`config.mk`:
```
export PLATFORM = sky130hd
export DESIGN_NAME = qdt_dev_flat
export DESIGN_NICKNAME = d
export VERILOG_FILES = /design/src/verilog/qdt_pkg.sv /design/src/verilog/qdt_link_if.sv /design/src/verilog/qdt_dev.sv /design/src/flat_wrapper.sv
export SDC_FILE = /design/constraint.sdc
export NUM_CORES = 1
export LEC_CHECK = 0
export BUFFER_PORTS_ARGS = -buffer_cell sky130_fd_sc_hd__clkbuf_2
export CAP_MARGIN = 30
export CORE_ASPECT_RATIO = 1.2
export CORE_MARGIN = 2
export CORE_UTILIZATION = 40
export CTS_BUF_LIST = sky130_fd_sc_hd__clkbuf_8
export DETAILED_ROUTE_END_ITERATION = 8
export PLACE_DENSITY = 0.69
export SYNTH_ARGS = -nofsm -noshare
export SYNTH_HDL_FRONTEND = slang
export SYNTH_SLANG_ARGS = --single-unit
```
`constraint.sdc`:
```
create_clock -name sys_clk -period 1.4 [get_ports sys_clk]
set_input_delay 0 -clock sys_clk [delete_from_list [all_inputs] [get_ports sys_clk]]
set_output_delay 0 -clock sys_clk [all_outputs]
set_load 0.02 [all_outputs]
```
`src/verilog/qdt_pkg.sv`:
```
// Shared constants and types for the quad converter trim register link
package qdt_pkg;
    // Write word layout: select[21:19], channel address[18:16], data[15:0]
    localparam int QDT_WORD_W = 22;
    localparam int QDT_SEL_LSB = 19;
    localparam int QDT_ADDR_LSB = 16;
    localparam int QDT_DATA_W = 16;
    localparam int QDT_NCH = 4;

    // Target select codes
    localparam logic [2:0] QDT_SEL_FUNC = 3'h0;
    localparam logic [2:0] QDT_SEL_DATA = 3'h2;
    localparam logic [2:0] QDT_SEL_SPAN = 3'h3;
    localparam logic [2:0] QDT_SEL_GAIN = 3'h4;
    localparam logic [2:0] QDT_SEL_OFFS = 3'h5;

    // Channel address codes; function-register address codes
    localparam logic [2:0] QDT_ADDR_ALL = 3'h4;
    localparam logic [2:0] QDT_FN_LOAD = 3'h5;

    // Field widths and reset values
    localparam int QDT_SPAN_W = 2;
    localparam int QDT_GAIN_W = 6;
    localparam int QDT_OFFS_W = 8;
    localparam logic [15:0] QDT_CODE_RST = 16'h0000;
    localparam logic [1:0] QDT_SPAN_RST = 2'h0;
    localparam logic [5:0] QDT_GAIN_RST = 6'h00;
    localparam logic [7:0] QDT_OFFS_RST = 8'h00;

    // Span codes
    localparam logic [1:0] QDT_SPAN_4096 = 2'h0;
    localparam logic [1:0] QDT_SPAN_4201 = 2'h1;
    localparam logic [1:0] QDT_SPAN_4312 = 2'h2;

    // Host APB register map (byte offsets)
    localparam logic [7:0] QDT_REG_CMD = 8'h00;
    localparam logic [7:0] QDT_REG_STAT = 8'h04;
    localparam logic [7:0] QDT_REG_CLAMP = 8'h08;
    localparam int QDT_CMD_GO_BIT = 31;
    localparam int QDT_CLAMP_BIT = 0;
    localparam int QDT_STAT_BUSY_BIT = 0;
    localparam int QDT_STAT_DET_BIT = 1;

    typedef enum logic [1:0] {
        QDT_IDLE = 2'b00,
        QDT_SEND = 2'b01,
        QDT_WAIT = 2'b11
    } qdt_host_e;
endpackage

```
`src/verilog/qdt_link_if.sv`:
```
// Word link between the host controller and the trim register device
interface qdt_link_if;
    logic [21:0] word;
    logic word_valid;
    logic ext_clamp_request_n;
    logic supply_detect_out_n;

    modport host (
        output word,
        output word_valid,
        output ext_clamp_request_n,
        input supply_detect_out_n
    );
    modport dev (
        input word,
        input word_valid,
        input ext_clamp_request_n,
        output supply_detect_out_n
    );
endinterface

```
`src/verilog/qdt_dev.sv`:
```
// Device end: decodes write words into per-channel code and trim registers
//
// Chosen here: the APB interface to the registers and the placing of the registers.
module qdt_dev
    import qdt_pkg::*;
(
    // Clock and reset
    input wire logic sys_clk,
    input wire logic nrst,
    // Link to host
    qdt_link_if.dev link,
    // Analog-side status and controls
    input wire logic supply_ok,
    output logic amp_connect_gate,
    output logic ground_clamp_gate,
    // Per-channel outputs to the converter cores
    output logic [QDT_NCH-1:0][15:0] active_code,
    output logic [QDT_NCH-1:0][1:0] span_code,
    output logic [QDT_NCH-1:0][5:0] gain_trim,
    output logic [QDT_NCH-1:0][7:0] offset_trim
);
    logic [QDT_NCH-1:0][15:0] pend_ff, nxt_pend;
    logic [QDT_NCH-1:0][15:0] code_ff, nxt_code;
    logic [QDT_NCH-1:0][1:0] span_ff, nxt_span;
    logic [QDT_NCH-1:0][5:0] gain_ff, nxt_gain;
    logic [QDT_NCH-1:0][7:0] offs_ff, nxt_offs;
    logic released_ff, nxt_released;
    logic [2:0] sel;
    logic [2:0] addr;
    logic [15:0] data;
    logic [QDT_NCH-1:0] hit;
    logic wr_code;
    logic wr_span;
    logic wr_gain;
    logic wr_offs;
    logic do_load;
    logic clamp_hold;

    function automatic logic [QDT_NCH-1:0] chan_hit(input logic [2:0] a);
        chan_hit = '0;
        if (a == QDT_ADDR_ALL) begin
            chan_hit = '1;
        end else if (a < 3'(QDT_NCH)) begin
            chan_hit[a[1:0]] = 1'b1;
        end
    endfunction

    // A word reaches a register group only if its select matches and some channel is hit
    function automatic logic sel_write(input logic valid, input logic [2:0] s,
        input logic [2:0] want, input logic [QDT_NCH-1:0] h);
        sel_write = valid && (s == want) && (|h);
    endfunction

    // Word fields: select, channel address, data
    assign sel = link.word[QDT_SEL_LSB +: 3];
    assign addr = link.word[QDT_ADDR_LSB +: 3];
    assign data = link.word[QDT_DATA_W-1:0];

    // Decoded once and shared, so every group sees the same channel mask
    assign hit = chan_hit(addr);
    assign wr_code = sel_write(link.word_valid, sel, QDT_SEL_DATA, hit);
    assign wr_span = sel_write(link.word_valid, sel, QDT_SEL_SPAN, hit);
    assign wr_gain = sel_write(link.word_valid, sel, QDT_SEL_GAIN, hit);
    assign wr_offs = sel_write(link.word_valid, sel, QDT_SEL_OFFS, hit);
    assign do_load = link.word_valid && (sel == QDT_SEL_FUNC) && (addr == QDT_FN_LOAD);

    // Pending codes wait here so one load moves all channels together
    // all sixteen bits form code
    always_comb begin
        nxt_pend = pend_ff;
        for (int i = 0; i < QDT_NCH; i++) begin
            if (wr_code && hit[i]) begin
                nxt_pend[i] = data;
            end
        end
    end

    always_ff @(posedge sys_clk) begin
        if (!nrst) begin
            pend_ff <= {QDT_NCH{QDT_CODE_RST}};
        end else begin
            pend_ff <= nxt_pend;
        end
    end

    // Trims apply at once; only the codes are double buffered
    // load copies every pending code
    always_comb begin
        nxt_code = code_ff;
        if (do_load) begin
            nxt_code = pend_ff;
        end
    end

    always_ff @(posedge sys_clk) begin
        if (!nrst) begin
            code_ff <= {QDT_NCH{QDT_CODE_RST}};
        end else begin
            code_ff <= nxt_code;
        end
    end

    // two low bits, stored as written
    always_comb begin
        nxt_span = span_ff;
        for (int i = 0; i < QDT_NCH; i++) begin
            if (wr_span && hit[i]) begin
                nxt_span[i] = data[QDT_SPAN_W-1:0];
            end
        end
    end

    always_ff @(posedge sys_clk) begin
        if (!nrst) begin
            span_ff <= {QDT_NCH{QDT_SPAN_RST}};
        end else begin
            span_ff <= nxt_span;
        end
    end

    always_comb begin
        nxt_gain = gain_ff;
        for (int i = 0; i < QDT_NCH; i++) begin
            if (wr_gain && hit[i]) begin
                nxt_gain[i] = data[QDT_GAIN_W-1:0];
            end
        end
    end

    always_ff @(posedge sys_clk) begin
        if (!nrst) begin
            gain_ff <= {QDT_NCH{QDT_GAIN_RST}};
        end else begin
            gain_ff <= nxt_gain;
        end
    end

    always_comb begin
        nxt_offs = offs_ff;
        for (int i = 0; i < QDT_NCH; i++) begin
            if (wr_offs && hit[i]) begin
                nxt_offs[i] = data[QDT_OFFS_W-1:0];
            end
        end
    end

    always_ff @(posedge sys_clk) begin
        if (!nrst) begin
            offs_ff <= {QDT_NCH{QDT_OFFS_RST}};
        end else begin
            offs_ff <= nxt_offs;
        end
    end

    assign clamp_hold = !supply_ok || !link.ext_clamp_request_n;

    // only a channel data word releases
    always_comb begin
        nxt_released = released_ff;
        if (clamp_hold) begin
            nxt_released = 1'b0;
        end else if (wr_code) begin
            nxt_released = 1'b1;
        end
    end

    always_ff @(posedge sys_clk) begin
        if (!nrst) begin
            released_ff <= 1'b0;
        end else begin
            released_ff <= nxt_released;
        end
    end

    // release connects amplifier and opens ground path
    assign amp_connect_gate = released_ff;
    assign ground_clamp_gate = ~released_ff;
    assign link.supply_detect_out_n = ~supply_ok;

    // span, gain and offset trims are applied in the analog core
    assign active_code = code_ff;
    assign span_code = span_ff;
    assign gain_trim = gain_ff;
    assign offset_trim = offs_ff;
endmodule

```
`src/flat_wrapper.sv`:
```
// flat-port wrapper written by rule: the top's interface ports become plain ports
module qdt_dev_flat import qdt_pkg::*;
  (sys_clk, nrst, supply_ok, amp_connect_gate, ground_clamp_gate, active_code, span_code, gain_trim, offset_trim, link_word, link_word_valid, link_ext_clamp_request_n, link_supply_detect_out_n);
  qdt_link_if link_i ();
  input wire logic sys_clk;
  input wire logic nrst;
  input wire logic supply_ok;
  output logic amp_connect_gate;
  output logic ground_clamp_gate;
  output logic [QDT_NCH-1:0][15:0] active_code;
  output logic [QDT_NCH-1:0][1:0] span_code;
  output logic [QDT_NCH-1:0][5:0] gain_trim;
  output logic [QDT_NCH-1:0][7:0] offset_trim;
  input wire logic [$bits(link_i.word)-1:0] link_word;
  input wire logic [$bits(link_i.word_valid)-1:0] link_word_valid;
  input wire logic [$bits(link_i.ext_clamp_request_n)-1:0] link_ext_clamp_request_n;
  output wire logic [$bits(link_i.supply_detect_out_n)-1:0] link_supply_detect_out_n;
  assign link_i.word = link_word;
  assign link_i.word_valid = link_word_valid;
  assign link_i.ext_clamp_request_n = link_ext_clamp_request_n;
  assign link_supply_detect_out_n = link_i.supply_detect_out_n;
  qdt_dev u_core (.sys_clk(sys_clk), .nrst(nrst), .link(link_i), .supply_ok(supply_ok), .amp_connect_gate(amp_connect_gate), .ground_clamp_gate(ground_clamp_gate), .active_code(active_code), .span_code(span_code), .gain_trim(gain_trim), .offset_trim(offset_trim));
endmodule
```
==> key figures <==
Cells and area
  – Final Cell Area: 9160 µm²
  – Final net count: 990
  – Layout area overhead: 23.9%
  – Number of diodes: 0
  – Fillers: 1732
  – Multi-input gate area: 3200 µm²
  – Share of layout cells above drive strength 1: 0.249
  – Final Util: 0.504
  – FF/Latch Area: 3860 µm²

Critical path
  – WP buf/inv: 1
  – Crit Path Category: flip-flop to flip-flop
  – CP delay by family, top: buffers and inverters
  – Startpoint Class: flip-flop
  – CP endpoint kind: flip-flop
  – Worst path required time: 1.77 ns
  – Slowest CP cell: dlygate4sd3_1
  – Crit-path max FO: 3
  – Crit-path cells: o2111a_1 -> dlygate4sd3_1
  – Worst EP arrival: 1.61 ns
  – Slowest stage delay, CP: 0.56 ns

Floorplan
  – Rows: 54
  – Die Ht: 153 µm
  – Initial core utilization: 0.407
  – Die area: 19600 µm²
  – Core area: between 15000 and 20000 µm²
  – Die W: about 130 µm
  – Top-Level Pins: 158

Placed design
  – IO Port Bufs: 157
  – Pre-CTS WS: -0.0770 ns
  – HPWL after DPL: 13100 µm
  – RePlAce Congestion: 0.824
  – Area after DPL: 8610 µm²

CTS
  – Worst skew pair latency: roughly 0.47 ns
  – Post-CTS sizing: 0
  – CTS Buf Count: 17
  – Htree depth: 4
  – Max Root-Sink Buffers: 2
  – Clk sink count: 193
  – CTS root buf: clkbuf_8
  – CTS tree: built
  – Clock edge transition at the registers on the reported setup and hold paths: 0.10 ns
  – Setup Fix Bufs, Post-CTS: 0

GRT
  – Largest net degree at the start of global routing: 65
  – Vias in the first global route: 6028
  – Initial antenna violation count: 0
  – All-layer global routing usage: 0.206
  – First-pass GRT wire length: between 30000 and 40000 µm
  – GRT overflow: 0

Yosys
  – Mapped Cells: 802
  – Leading area contributor after synthesis: dfxtp_1
  – Syn nets: 829
  – Synthesized cell area: about 7400 µm²
  – Syn Area/Cell: 9.21 µm²
  – Synth unique cells: 36
  – Register area share after synthesis: 0.523
  – Ys Warns: 0
  – Synth Register Bits: 193
  – Largest cells by area after synthesis: dfxtp_1 52%, mux2i_1 13%, a21oi_1 6.6%, nand3_1 6.5%, o21ai_0 6.4%
  – Share of Yosys cell area claimed by the top area cell type: 0.523

STA
  – Ratio of final minimum period to clock period: 0.891
  – Highest clock rate: 801 MHz
  – Worst-margin pin slew: 0.620 ns
  – Post-layout min period: 1.25 ns
  – Final setup viols: 0
  – Rel. slew slack: 0.586
  – Max Slew Vio Count: 0
  – Post-Route Skew: 0.00636 ns
  – Worst setup margin: 0.152 ns
  – Final hold viol count: 0
  – RSZ-0062 raised after global routing: no

Routing
  – # DRC: 0
  – DR vias/cell: about 5.3
  – DRT Pass-1 Iters: 6
  – Final ANT Viol Nets: 0
  – Detailed-route via count: 6307
  – DRT iter0 DRCs: 502
  – DRT Wirelength: 20000 µm
  – WL/cell: roughly 17 µm

Outcome
  – Status: completed

Power and ir drop
  – PwrDens: 1050 nW/µm²
  – Leakage: 3.56 nW
  – Worst vdd ir: 0.000568 V
  – Total power: 9.61 mW

Worst hold path
  – Worst hold path class: primary input to flip-flop

Job
  – Max cap viols: 0
tightest hold or removal path, cell delays in order:
cell	delay, ns
clkbuf_2	0.09
or3b_4	0.15
a21oi_4	0.12
mux2i_1	0.12
report_power, final:
part | internal (mW) | switching [mW]
registers | 5.51 | 0.0143
clock network | 1.45 | 1.96
logic | 0.219 | 0.452
total | 7.18 | 2.43
state kept, by name, indices dropped and copies added, names as in the netlist:
name                     cells
u_core.pend_ff              64
u_core.span_code             8
u_core.amp_connect_gate      1
u_core.gain_trim            24
u_core.active_code          64
u_core.offset_trim          32
metal layers:
metal,GRT usage,vias up,share of wire
li1,-,3115,-
met4,0.0649,0,0.017
met3,0.0567,23,0.057
met5,0,-,0
met1,0.270,2981,0.45
met2,0.329,188,0.47
path summary, 6_finish.rpt:
check / start / endpoint / slack [ns] / depth (start not counted)
setup / recovery: u_core.amp_connect_gate / u_core.amp_connect_gate / 0.15 / 2
hold / removal: link_word[16] / u_core.offset_trim[24] / 0.05 / 4
setup reg to reg: u_core.amp_connect_gate / u_core.amp_connect_gate / 0.15 / 2
hold reg to reg: u_core.pend_ff[48] / u_core.pend_ff[48] / 0.46 / 2
cell usage in the layout (no fill, tap or decap), types with 4 or more instances in the layout:
cell type	instances
a21oi_1	98
nor3_4	4
buf_4	28
buf_12	13
dlygate4sd3_1	19
dfxtp_1	193
nand3_1	96
o21ai_0	94
clkbuf_8	18
nand2_1	113
mux2i_1	96
clkinv_2	4
clkbuf_2	156
repair_timing:
item | in CTS | in global routing
hold endpoints to repair | 60 | 0
endpoints found under the setup margin | 0 | 0
hold buffers | 19 | 0
Yosys cell counts (all sizes together):
| cell | instances |
|---|---|
| a211o | 1 |
| a21o | 1 |
| a21oi | 99 |
| and3b | 1 |
| and4b | 1 |
| and4bb | 1 |
| buf | 30 |
| clkbuf | 44 |
| clkinv | 1 |
| dfxtp | 193 |
| inv | 2 |
| mux2i | 96 |
| nand2 | 113 |
| nand2b | 1 |
| nand3 | 96 |
| nand3b | 2 |
| nand4b | 2 |
| nand4bb | 2 |
| nor2 | 2 |
| nor2b | 1 |
| nor3 | 6 |
| nor4 | 2 |
| nor4b | 1 |
| nor4bb | 1 |
| o2111a | 1 |
| o21ai | 96 |
| or2 | 2 |
| or3b | 1 |
| or4b | 1 |
| xnor2 | 2 |
final cells by class:
class	count	area share
multi-input cells	532	0.350
clock buffers	18	0.0270
flip-flops and latches	193	0.422
clock inverters	12	0.0122
well taps	224	0.0306
repair buffers	216	0.157
inverters	3	0.00123
stage by stage:
step	TNS (ns)	hold WS, ns	instances
6_report	0	0.0486	1198
4_1_cts	0	0.0240	1198
5_1_grt	0	0.0469	1198
3_5_place_dp	-3.56	0.233	1149
3_3_place_gp	-2.95	0.229	1149
2_1_floorplan	0	0.0766	802
cells by family (layout without fill, tap and decap cells):
logic type                Yosys count  in the layout  share of synthesized area
muxes                              96             96                      0.130
AOI/OAI and AO/OA                 198            198                      0.137
DFF                               193            193                      0.523
and+or+nand+nor                   236            236                      0.160
xor gates and xnor gates            2              2                    0.00440
buffers and inverters              77            249                     0.0455
Power figures use the tool's default switching activity.
